<file path="src/logic/cbsu_pkg.sv">
`default_nettype none
package cbsu_pkg;

	localparam int PC_W = 16;
	localparam int DISP_W = 7;
	localparam int SEL_W = 3;
	localparam int FLAGS_W = 8;

	// Status flag bit positions
	localparam int FLAG_C = 0;
	localparam int FLAG_Z = 1;
	localparam int FLAG_N = 2;
	localparam int FLAG_V = 3;
	localparam int FLAG_H = 5;
	localparam int FLAG_T = 6;

	// Program counter steps
	localparam logic [PC_W-1:0] PC_STEP = 16'h0001;
	localparam logic [PC_W-1:0] SKIP_ONE_STEP = 16'h0002;
	localparam logic [PC_W-1:0] SKIP_TWO_STEP = 16'h0003;

	// Extra cycles beyond the first
	localparam logic [1:0] EXTRA_NONE = 2'h0;
	localparam logic [1:0] EXTRA_ONE = 2'h1;
	localparam logic [1:0] EXTRA_TWO = 2'h2;

	typedef enum logic [4:0] {
		OP_BRANCH_ON_FLAG_BIT_SET = 5'h00,
		OP_BRANCH_ON_FLAG_BIT_CLEARED = 5'h01,
		OP_BRANCH_IF_EQUAL = 5'h02,
		OP_BRANCH_IF_NOT_EQUAL = 5'h03,
		OP_BRANCH_IF_CARRY_SET = 5'h04,
		OP_BRANCH_IF_CARRY_CLEARED = 5'h05,
		OP_BRANCH_IF_SAME_OR_HIGHER = 5'h06,
		OP_BRANCH_IF_NEGATIVE = 5'h07,
		OP_BRANCH_IF_POSITIVE = 5'h08,
		OP_BRANCH_IF_SIGNED_GE = 5'h09,
		OP_BRANCH_IF_SIGNED_LESS = 5'h0a,
		OP_BRANCH_IF_HALF_CARRY_SET = 5'h0b,
		OP_BRANCH_IF_HALF_CARRY_CLEAR = 5'h0c,
		OP_BRANCH_IF_TRANSFER_SET = 5'h0d,
		OP_BRANCH_IF_TRANSFER_CLEAR = 5'h0e,
		OP_SKIP_IF_IO_BIT_SET = 5'h0f
	} op_e;

	typedef enum logic [1:0] {
		ST_IDLE = 2'b01,
		ST_DISCARD = 2'b10
	} state_e;

	// Register map, byte addresses
	localparam int ADDR_W = 8;
	localparam logic [ADDR_W-1:0] REG_CTRL = 8'h00;
	localparam logic [ADDR_W-1:0] REG_STATUS = 8'h04;
	localparam logic [ADDR_W-1:0] REG_LAST_TARGET = 8'h08;
	localparam logic [ADDR_W-1:0] REG_EVAL_COUNT = 8'h0c;
	localparam logic [ADDR_W-1:0] REG_TAKEN_COUNT = 8'h10;

	localparam int CTRL_EN_BIT = 0;
	localparam int CTRL_CLR_BIT = 1;
	localparam logic CTRL_EN_RESET = 1'b1;
	localparam int STAT_BUSY_BIT = 0;
	localparam int STAT_TAKEN_BIT = 1;
	localparam int STAT_SKIP_BIT = 2;

	localparam logic [1:0] RESP_OKAY = 2'b00;
	localparam logic [1:0] RESP_SLVERR = 2'b10;

endpackage
`default_nettype wire

</file>
<file path="src/logic/cond_eval.sv">
`timescale 1ns/10ps
`default_nettype none
module cond_eval
	import cbsu_pkg::*;
#(
	parameter int PCW = PC_W
)
(
	// Decoded instruction
	input  wire op_e              op_i,
	input  wire logic [SEL_W-1:0] flag_sel_i,
	input  wire logic [DISP_W-1:0] disp_i,
	input  wire logic [PCW-1:0]   pc_i,
	input  wire logic             next_two_words_i,
	// Operand sources
	input  wire logic [FLAGS_W-1:0] flags_i,
	input  wire logic             io_bit_i,
	// Outcome
	output logic                  taken_o,
	output logic                  skip_o,
	output logic [PCW-1:0]        target_o,
	output logic [1:0]            extra_o
);

	logic [PCW-1:0] disp_ext;

	assign disp_ext = {{(PCW-DISP_W){disp_i[DISP_W-1]}}, disp_i};

	// Flags are only read here; nothing in the unit writes them
	always_comb
	begin
		skip_o = 1'b0;
		case (op_i)
			OP_BRANCH_ON_FLAG_BIT_SET: taken_o = flags_i[flag_sel_i] == 1'b1;
			OP_BRANCH_ON_FLAG_BIT_CLEARED: taken_o = flags_i[flag_sel_i] == 1'b0;
			OP_BRANCH_IF_EQUAL: taken_o = flags_i[FLAG_Z] == 1'b1;
			OP_BRANCH_IF_NOT_EQUAL: taken_o = flags_i[FLAG_Z] == 1'b0;
			OP_BRANCH_IF_CARRY_SET: taken_o = flags_i[FLAG_C] == 1'b1;
			OP_BRANCH_IF_CARRY_CLEARED,
			OP_BRANCH_IF_SAME_OR_HIGHER: taken_o = flags_i[FLAG_C] == 1'b0;
			OP_BRANCH_IF_NEGATIVE: taken_o = flags_i[FLAG_N] == 1'b1;
			OP_BRANCH_IF_POSITIVE: taken_o = flags_i[FLAG_N] == 1'b0;
			OP_BRANCH_IF_SIGNED_GE: taken_o = (flags_i[FLAG_N] ^ flags_i[FLAG_V]) == 1'b0;
			OP_BRANCH_IF_SIGNED_LESS: taken_o = (flags_i[FLAG_N] ^ flags_i[FLAG_V]) == 1'b1;
			OP_BRANCH_IF_HALF_CARRY_SET: taken_o = flags_i[FLAG_H] == 1'b1;
			OP_BRANCH_IF_HALF_CARRY_CLEAR: taken_o = flags_i[FLAG_H] == 1'b0;
			OP_BRANCH_IF_TRANSFER_SET: taken_o = flags_i[FLAG_T] == 1'b1;
			OP_BRANCH_IF_TRANSFER_CLEAR: taken_o = flags_i[FLAG_T] == 1'b0;
			OP_SKIP_IF_IO_BIT_SET:
			begin
				taken_o = io_bit_i == 1'b1;
				skip_o = 1'b1;
			end
			default: taken_o = 1'b0;
		endcase
	end

	always_comb
	begin
		if (!taken_o)
		begin
			target_o = pc_i + PC_STEP[PCW-1:0];
			extra_o = EXTRA_NONE;
		end
		else if (skip_o)
		begin
			target_o = pc_i + (next_two_words_i ? SKIP_TWO_STEP[PCW-1:0] : SKIP_ONE_STEP[PCW-1:0]);
			extra_o = next_two_words_i ? EXTRA_TWO : EXTRA_ONE;
		end
		else
		begin
			target_o = pc_i + disp_ext + PC_STEP[PCW-1:0];
			extra_o = EXTRA_ONE;
		end
	end

endmodule
`default_nettype wire

</file>
<file path="src/logic/conditional_branch_skip_unit.sv">
`timescale 1ns/10ps
`default_nettype none
module conditional_branch_skip_unit
	import cbsu_pkg::*;
#(
	parameter int PCW = PC_W
)
(
	// Clock and reset
	input  wire logic                mclk_i,
	input  wire logic                rst_i,

	// AXI4-Lite write address
	input  wire logic [ADDR_W-1:0]   s_axi_awaddr_i,
	input  wire logic [2:0]          s_axi_awprot_i,
	input  wire logic                s_axi_awvalid_i,
	output logic                     s_axi_awready_o,
	// AXI4-Lite write data
	input  wire logic [31:0]         s_axi_wdata_i,
	input  wire logic [3:0]          s_axi_wstrb_i,
	input  wire logic                s_axi_wvalid_i,
	output logic                     s_axi_wready_o,
	// AXI4-Lite write response
	output logic [1:0]               s_axi_bresp_o,
	output logic                     s_axi_bvalid_o,
	input  wire logic                s_axi_bready_i,
	// AXI4-Lite read address
	input  wire logic [ADDR_W-1:0]   s_axi_araddr_i,
	input  wire logic [2:0]          s_axi_arprot_i,
	input  wire logic                s_axi_arvalid_i,
	output logic                     s_axi_arready_o,
	// AXI4-Lite read data
	output logic [31:0]              s_axi_rdata_o,
	output logic [1:0]               s_axi_rresp_o,
	output logic                     s_axi_rvalid_o,
	input  wire logic                s_axi_rready_i,

	// Instruction request from fetch
	input  wire logic                req_valid_i,
	output logic                     req_ready_o,
	input  wire op_e                 req_op_i,
	input  wire logic [SEL_W-1:0]    req_flag_sel_i,
	input  wire logic [DISP_W-1:0]   req_disp_i,
	input  wire logic [PCW-1:0]      req_pc_i,
	input  wire logic                req_next_two_words_i,

	// Operand sources
	input  wire logic [FLAGS_W-1:0]  status_flag_register_i,
	input  wire logic                io_bit_i,

	// Program counter control
	output logic                     pc_load_o,
	output logic [PCW-1:0]           pc_target_o,
	output logic                     flush_o,
	output logic                     done_o,
	output logic                     taken_o
);

	state_e         state_r;
	logic [1:0]     discard_cnt_r;
	logic           pc_load_r;
	logic [PCW-1:0] pc_target_r;
	logic           flush_r;
	logic           done_r;
	logic           taken_r;
	logic           skip_r;

	logic           ctrl_en_r;
	logic           clr_cnt;
	logic [31:0]    eval_cnt_r;
	logic [31:0]    taken_cnt_r;

	logic           aw_held_r;
	logic [ADDR_W-1:0] aw_addr_r;
	logic           w_held_r;
	logic [31:0]    w_data_r;
	logic [3:0]     w_strb_r;
	logic           bvalid_r;
	logic [1:0]     bresp_r;
	logic           do_write;
	logic           rvalid_r;
	logic [1:0]     rresp_r;
	logic [31:0]    rdata_r;

	logic           accept;
	logic           ev_taken;
	logic           ev_skip;
	logic [PCW-1:0] ev_target;
	logic [1:0]     ev_extra;

	function automatic logic reg_mapped(input logic [ADDR_W-1:0] a);
		reg_mapped = (a == REG_CTRL) || (a == REG_STATUS) || (a == REG_LAST_TARGET) ||
			(a == REG_EVAL_COUNT) || (a == REG_TAKEN_COUNT);
	endfunction

	cond_eval #(
		.PCW(PCW)
	) u_eval (
		.op_i             (req_op_i),
		.flag_sel_i       (req_flag_sel_i),
		.disp_i           (req_disp_i),
		.pc_i             (req_pc_i),
		.next_two_words_i (req_next_two_words_i),
		.flags_i          (status_flag_register_i),
		.io_bit_i         (io_bit_i),
		.taken_o          (ev_taken),
		.skip_o           (ev_skip),
		.target_o         (ev_target),
		.extra_o          (ev_extra)
	);

	// A new instruction is only taken once the previous one has fully retired
	assign req_ready_o = ctrl_en_r && (state_r == ST_IDLE);
	assign accept = req_valid_i && req_ready_o;

	// Sequencer: first cycle evaluates, extra cycles discard fetched words
	always_ff @(posedge mclk_i or posedge rst_i)
	begin
		if (rst_i)
		begin
			state_r <= ST_IDLE;
			discard_cnt_r <= EXTRA_NONE;
			flush_r <= 1'b0;
			done_r <= 1'b0;
		end
		else
		begin
			done_r <= 1'b0;
			case (state_r)
				ST_IDLE:
				begin
					if (accept)
					begin
						if (ev_extra == EXTRA_NONE)
						begin
							done_r <= 1'b1;
						end
						else
						begin
							state_r <= ST_DISCARD;
							discard_cnt_r <= ev_extra;
							flush_r <= 1'b1;
						end
					end
				end
				ST_DISCARD:
				begin
					if (discard_cnt_r == EXTRA_ONE)
					begin
						state_r <= ST_IDLE;
						flush_r <= 1'b0;
						done_r <= 1'b1;
					end
					discard_cnt_r <= discard_cnt_r - EXTRA_ONE;
				end
				default:
				begin
					state_r <= ST_IDLE;
					flush_r <= 1'b0;
				end
			endcase
		end
	end

	// Outcome registers, loaded once per accepted instruction
	always_ff @(posedge mclk_i or posedge rst_i)
	begin
		if (rst_i)
		begin
			pc_load_r <= 1'b0;
			pc_target_r <= '0;
			taken_r <= 1'b0;
			skip_r <= 1'b0;
		end
		else
		begin
			pc_load_r <= accept;
			if (accept)
			begin
				pc_target_r <= ev_target;
				taken_r <= ev_taken;
				skip_r <= ev_skip;
			end
		end
	end

	assign pc_load_o = pc_load_r;
	assign pc_target_o = pc_target_r;
	assign flush_o = flush_r;
	assign done_o = done_r;
	assign taken_o = taken_r;

	// Statistics counters; an increment in the clear cycle survives
	always_ff @(posedge mclk_i or posedge rst_i)
	begin
		if (rst_i)
		begin
			eval_cnt_r <= '0;
			taken_cnt_r <= '0;
		end
		else
		begin
			if (clr_cnt)
			begin
				eval_cnt_r <= {31'h0, accept};
				taken_cnt_r <= {31'h0, accept && ev_taken};
			end
			else
			begin
				eval_cnt_r <= eval_cnt_r + {31'h0, accept};
				taken_cnt_r <= taken_cnt_r + {31'h0, accept && ev_taken};
			end
		end
	end

	// Write address and data are captured independently
	assign s_axi_awready_o = !aw_held_r && !bvalid_r;
	assign s_axi_wready_o = !w_held_r && !bvalid_r;
	assign do_write = aw_held_r && w_held_r && !bvalid_r;

	always_ff @(posedge mclk_i or posedge rst_i)
	begin
		if (rst_i)
		begin
			aw_held_r <= 1'b0;
			aw_addr_r <= '0;
			w_held_r <= 1'b0;
			w_data_r <= '0;
			w_strb_r <= '0;
		end
		else
		begin
			if (s_axi_awvalid_i && s_axi_awready_o)
			begin
				aw_held_r <= 1'b1;
				aw_addr_r <= s_axi_awaddr_i;
			end
			else if (do_write)
			begin
				aw_held_r <= 1'b0;
			end
			if (s_axi_wvalid_i && s_axi_wready_o)
			begin
				w_held_r <= 1'b1;
				w_data_r <= s_axi_wdata_i;
				w_strb_r <= s_axi_wstrb_i;
			end
			else if (do_write)
			begin
				w_held_r <= 1'b0;
			end
		end
	end

	always_ff @(posedge mclk_i or posedge rst_i)
	begin
		if (rst_i)
		begin
			bvalid_r <= 1'b0;
			bresp_r <= RESP_OKAY;
		end
		else
		begin
			if (do_write)
			begin
				bvalid_r <= 1'b1;
				bresp_r <= reg_mapped(aw_addr_r) ? RESP_OKAY : RESP_SLVERR;
			end
			else if (s_axi_bready_i)
			begin
				bvalid_r <= 1'b0;
			end
		end
	end

	assign s_axi_bvalid_o = bvalid_r;
	assign s_axi_bresp_o = bresp_r;

	// Control register; the clear bit is a self-clearing pulse
	always_ff @(posedge mclk_i or posedge rst_i)
	begin
		if (rst_i)
		begin
			ctrl_en_r <= CTRL_EN_RESET;
		end
		else if (do_write && (aw_addr_r == REG_CTRL) && w_strb_r[0])
		begin
			ctrl_en_r <= w_data_r[CTRL_EN_BIT];
		end
	end

	assign clr_cnt = do_write && (aw_addr_r == REG_CTRL) && w_strb_r[0] && w_data_r[CTRL_CLR_BIT];

	// Read channel answers one cycle after the address is taken
	assign s_axi_arready_o = !rvalid_r;

	always_ff @(posedge mclk_i or posedge rst_i)
	begin
		if (rst_i)
		begin
			rvalid_r <= 1'b0;
			rresp_r <= RESP_OKAY;
			rdata_r <= '0;
		end
		else
		begin
			if (s_axi_arvalid_i && s_axi_arready_o)
			begin
				rvalid_r <= 1'b1;
				rresp_r <= reg_mapped(s_axi_araddr_i) ? RESP_OKAY : RESP_SLVERR;
				rdata_r <= '0;
				case (s_axi_araddr_i)
					REG_CTRL: rdata_r[CTRL_EN_BIT] <= ctrl_en_r;
					REG_STATUS:
					begin
						rdata_r[STAT_BUSY_BIT] <= state_r != ST_IDLE;
						rdata_r[STAT_TAKEN_BIT] <= taken_r;
						rdata_r[STAT_SKIP_BIT] <= skip_r;
					end
					REG_LAST_TARGET: rdata_r[PCW-1:0] <= pc_target_r;
					REG_EVAL_COUNT: rdata_r <= eval_cnt_r;
					REG_TAKEN_COUNT: rdata_r <= taken_cnt_r;
					default: rdata_r <= '0;
				endcase
			end
			else if (s_axi_rready_i)
			begin
				rvalid_r <= 1'b0;
			end
		end
	end

	assign s_axi_rvalid_o = rvalid_r;
	assign s_axi_rresp_o = rresp_r;
	assign s_axi_rdata_o = rdata_r;

endmodule
`default_nettype wire

</file>
<file path="config.mk">
export PLATFORM = sky130hd
export DESIGN_NAME = conditional_branch_skip_unit
export DESIGN_NICKNAME = d
export VERILOG_FILES = /design/src/logic/cbsu_pkg.sv /design/src/logic/cond_eval.sv /design/src/logic/conditional_branch_skip_unit.sv
export SDC_FILE = /design/constraint.sdc
export NUM_CORES = 1
export LEC_CHECK = 0
export BUFFER_PORTS_ARGS = -buffer_cell sky130_fd_sc_hd__buf_2
export CAP_MARGIN = 20
export CORE_AREA = 2 2 134 136
export DETAILED_ROUTE_END_ITERATION = 7
export DIE_AREA = 0 0 136 138
export PLACE_DENSITY = 0.77
export SYNTH_ARGS = -nofsm -noshare
export SYNTH_HDL_FRONTEND = slang
export SYNTH_HIERARCHICAL = 1
export SYNTH_SLANG_ARGS = --single-unit
</file>
<file path="constraint.sdc">
create_clock -name mclk_i -period 3.82 [get_ports mclk_i]
set_input_delay 0.382 -clock mclk_i [delete_from_list [all_inputs] [get_ports mclk_i]]
set_output_delay 0.382 -clock mclk_i [all_outputs]
set_load 0.005 [all_outputs]
</file>
==> impl_metrics.ini <==
[place]
place_hpwl_mm = 16.3
placed_cell_area_mm2 = 0.00956
dp_cells = 1320
io_buffers = 127
gp_congestion = 0.927

[detailed_routing]
wl_mm = 22.4
drt_iter0_drc = 595
wire_per_inst_um = 16.5
ant_nets = 0
drc = 0
first_pass_iters = 5
viasPerCell = 5.95
routed-via-count = 8086

[sta]
setup_viol = 0
finClkSkew_ps = 10.4
relSlewSlack_pct = 43.5
rsz0062_at_grt = no
period_share_pct = 86.7
fin_crit_ps = 3310
slew_violations = 0
hold_viol = 0
worst_slew_pin_slew_ps = 847
setup-tns-final_ps = 0
clock.fmax_mhz = 302

[clock_network]
cts_tree = yes
cts_htree_levels = 4
clockBufferDepth = 2
clk_pin_slew_ps = 70
cts_made_buffers = 17
clock_latency_ps = 420
post-cts-setup-buffers = 0
cts_num_sinks = 138
cts_root_buf = clkbuf_16
post_cts_resized = 0

[critical_path]
r2r_start = state_r[0]
reg2regPathDepth = 9
crit_required_ps = 4160
crit_arrival_ps = 3650
rrSetupSlack_ps = 630
critPathLaunchType = input pin
worstPathCellList = buf_2 -> or3b_1 -> a311oi_1 -> o21ai_0 -> and4_1 -> a21o_1 -> inv_4 -> and2_4 -> ha_2 -> nand4_4 -> or4_4 -> or4_1 -> a21oi_1
critPathMaxFanout = 31
path_delay_family = simple AND/OR/NAND/NOR gates
critPathCaptureType = register
critPathKind = in -> reg
critical_path.slowest_cell = or4_4
path_buf_inv = 2
r2r_end = eval_cnt_r[26]
critPathMaxStageDelay_ps = 700

[worst_hold_path]
min_from = s_axi_bready_i
hold_path_class = in -> reg
worst_hold_path.endpoint = s_axi_bvalid_o
whs_path_depth = 2

[power_and_ir_drop]
peakVddDrop_mv = 0.260
power_density_mw_per_mm2 = 446
leakagePower_nw = 4.61

[synthesis]
netlist.area_leader.share_pct = 39.0
synth-seq-cells = 138
yosys.area.top_type = dfrtp_1
synthMuxAreaShare_pct = 5.16
synth_simple_gate_area_share_pct = 24.3
synth_compound_area_share_pct = 17.1
synth_most_common_cell = dfrtp_1
synth.distinct_cells = 66
synth_top_family_by_area = simple AND/OR/NAND/NOR gates
syn_inst = 998
synth.avg_cell_area_um2 = 8.74
synth_edf_count = 0
ys_warn_count = 6
synth_xor_area_share_pct = 4.92
netlist_area_mm2 = 0.00872
synthTopCellsByArea = dfrtp_1 39%, nand2_1 5.2%, nor2_1 4.2%
ys_seq_area_share_pct = 39.6
async_flop_share_pct = 100
synth_fa_ha_area_share_pct = 3.81
synthFlopType = dfrtp_1
synthTopCellsByCount = 136 x dfrtp_1, 121 x nand2_1, 98 x nor2_1

[global_route]
antenna_found_initial = 6
grt_max_degree = 49
gr-usage-all-layers_pct = 24.1
grt_pass1_vias = 7498
grt_pass1_wl_mm = 36.8
grt_overflow = 0

[cells_and_area]
instances_no_fill = 1359
finalNetCount = 1246
fin_util_pct = 58.3
postLayoutCellArea_mm2 = 0.0102
layout-drive-gt1-share_pct = 19.6
area_delta_synth_final_pct = 17.1

[floorplan]
rows = 49
die_w_um = 136
start_util_pct = 49.8
die_y_um = 138
core-area_mm2 = 0.0175
fp.dieArea_mm2 = 0.0188
ios = 169

[run_status]
status = finished, final reports clean

[run]
cap_violations = 0
-- cell families after synthesis --
| logic type | count (synthesis) |
|---|---|
| mux | 38 |
| simple gates | 420 |
| buf+inv | 94 |
| xor+xnor | 49 |
| other cells | 1 |
| fa+ha+maj | 26 |
| compound gates | 232 |
| flops | 138 |
-- power by group --
part	total, mW	internal (mW)	switching [mW]
logic	0.978	0.466	0.512
clock network	1.71	1.04	0.670
registers	1.87	1.69	0.174
total	4.55	3.20	1.36
-- worst max-delay path by stage --
stage	start	to	slack, ps	cells after the start
floorplan	req_op_i[4]	taken_cnt_r[19]	4	17
global placement	req_flag_sel_i[1]	taken_cnt_r[31]	170	13
detailed placement	req_flag_sel_i[1]	taken_cnt_r[30]	110	13
CTS	req_flag_sel_i[1]	taken_cnt_r[30]	520	13
global route	req_op_i[3]	taken_cnt_r[27]	340	13
finish	req_op_i[3]	taken_cnt_r[28]	510	13
-- cell usage in the layout, fill, tap and decap left out, types with 5 or more instances in the layout --
master and instances:
a21o_1 7, a21oi_1 64, a221oi_1 32, and2_1 6, and3_1 21, and4_1 8
buf_2 127, buf_4 21, clkbuf_16 17, clkinvlp_4 5, dfrtp_1 136, ha_1 24
inv_1 34, mux2_2 16, mux2i_1 18, nand2_1 121, nand3_1 29, nand4_1 19
nor2_1 98, nor2b_1 15, nor3_1 19, nor4_1 12, o21a_1 5, o21ai_0 59
o21bai_1 5, o31ai_1 26, or2_2 6, or3_1 18, or4_1 31, xnor2_1 29
xor2_1 20
-- routing by layer --
metal | part of all wire (%) | global-route usage [%] | wire [um]
met4 | 2.5 | 8.39 | 564
met5 | 0.13 | 0 | 28
met1 | 43 | 31.5 | 9570
met3 | 6.5 | 5.83 | 1440
met2 | 48 | 39.2 | 10800
-- state kept, by name, summed over array words and instances, names as in the netlist, 2 cells and up --
| signal | flops |
|---|---|
| aw_addr_r | 8 |
| discard_cnt_r | 2 |
| pc_target_o | 16 |
| w_data_r | 2 |
| s_axi_rdata_o | 32 |
| taken_cnt_r | 32 |
| state_r | 2 |
| eval_cnt_r | 32 |
-- worst register-to-register path, cell delays in order (launching register included) --
cell	delay, ps
dfstp_2	530
ha_1	250
nand3_1	120
inv_1	150
ha_1	280
ha_1	270
nand4_1	220
or4_1	670
or4_1	460
a21oi_1	170
-- through the flow --
stage | power (mW) | hold slack [ps] | setup WS [ps]
6_report | 4.55 | 129 | 509
5_1_grt | 4.79 | 123 | 343
4_1_cts | 4.58 | 123 | 525
3_5_place_dp | 2.88 | 470 | 109
3_3_place_gp | 2.83 | 459 | 167
2_1_floorplan | 2.49 | 447 | 4.29
-- cell type report --
cell class	count	area, um2
fill	1581	7310
multi-input combinational	767	4840
sequential	138	3460
timing repair buffer	152	863
clock buffer	17	425
tap	229	287
clock inverter	15	190
inverter	37	145
antenna	4	10.0
-- timing repair --
item,4_1_cts,5_1_grt
endpoints found under the hold margin,0,15
endpoints found under the setup margin,0,0
hold buffers,0,1
Power figures use the tool's default switching activity.
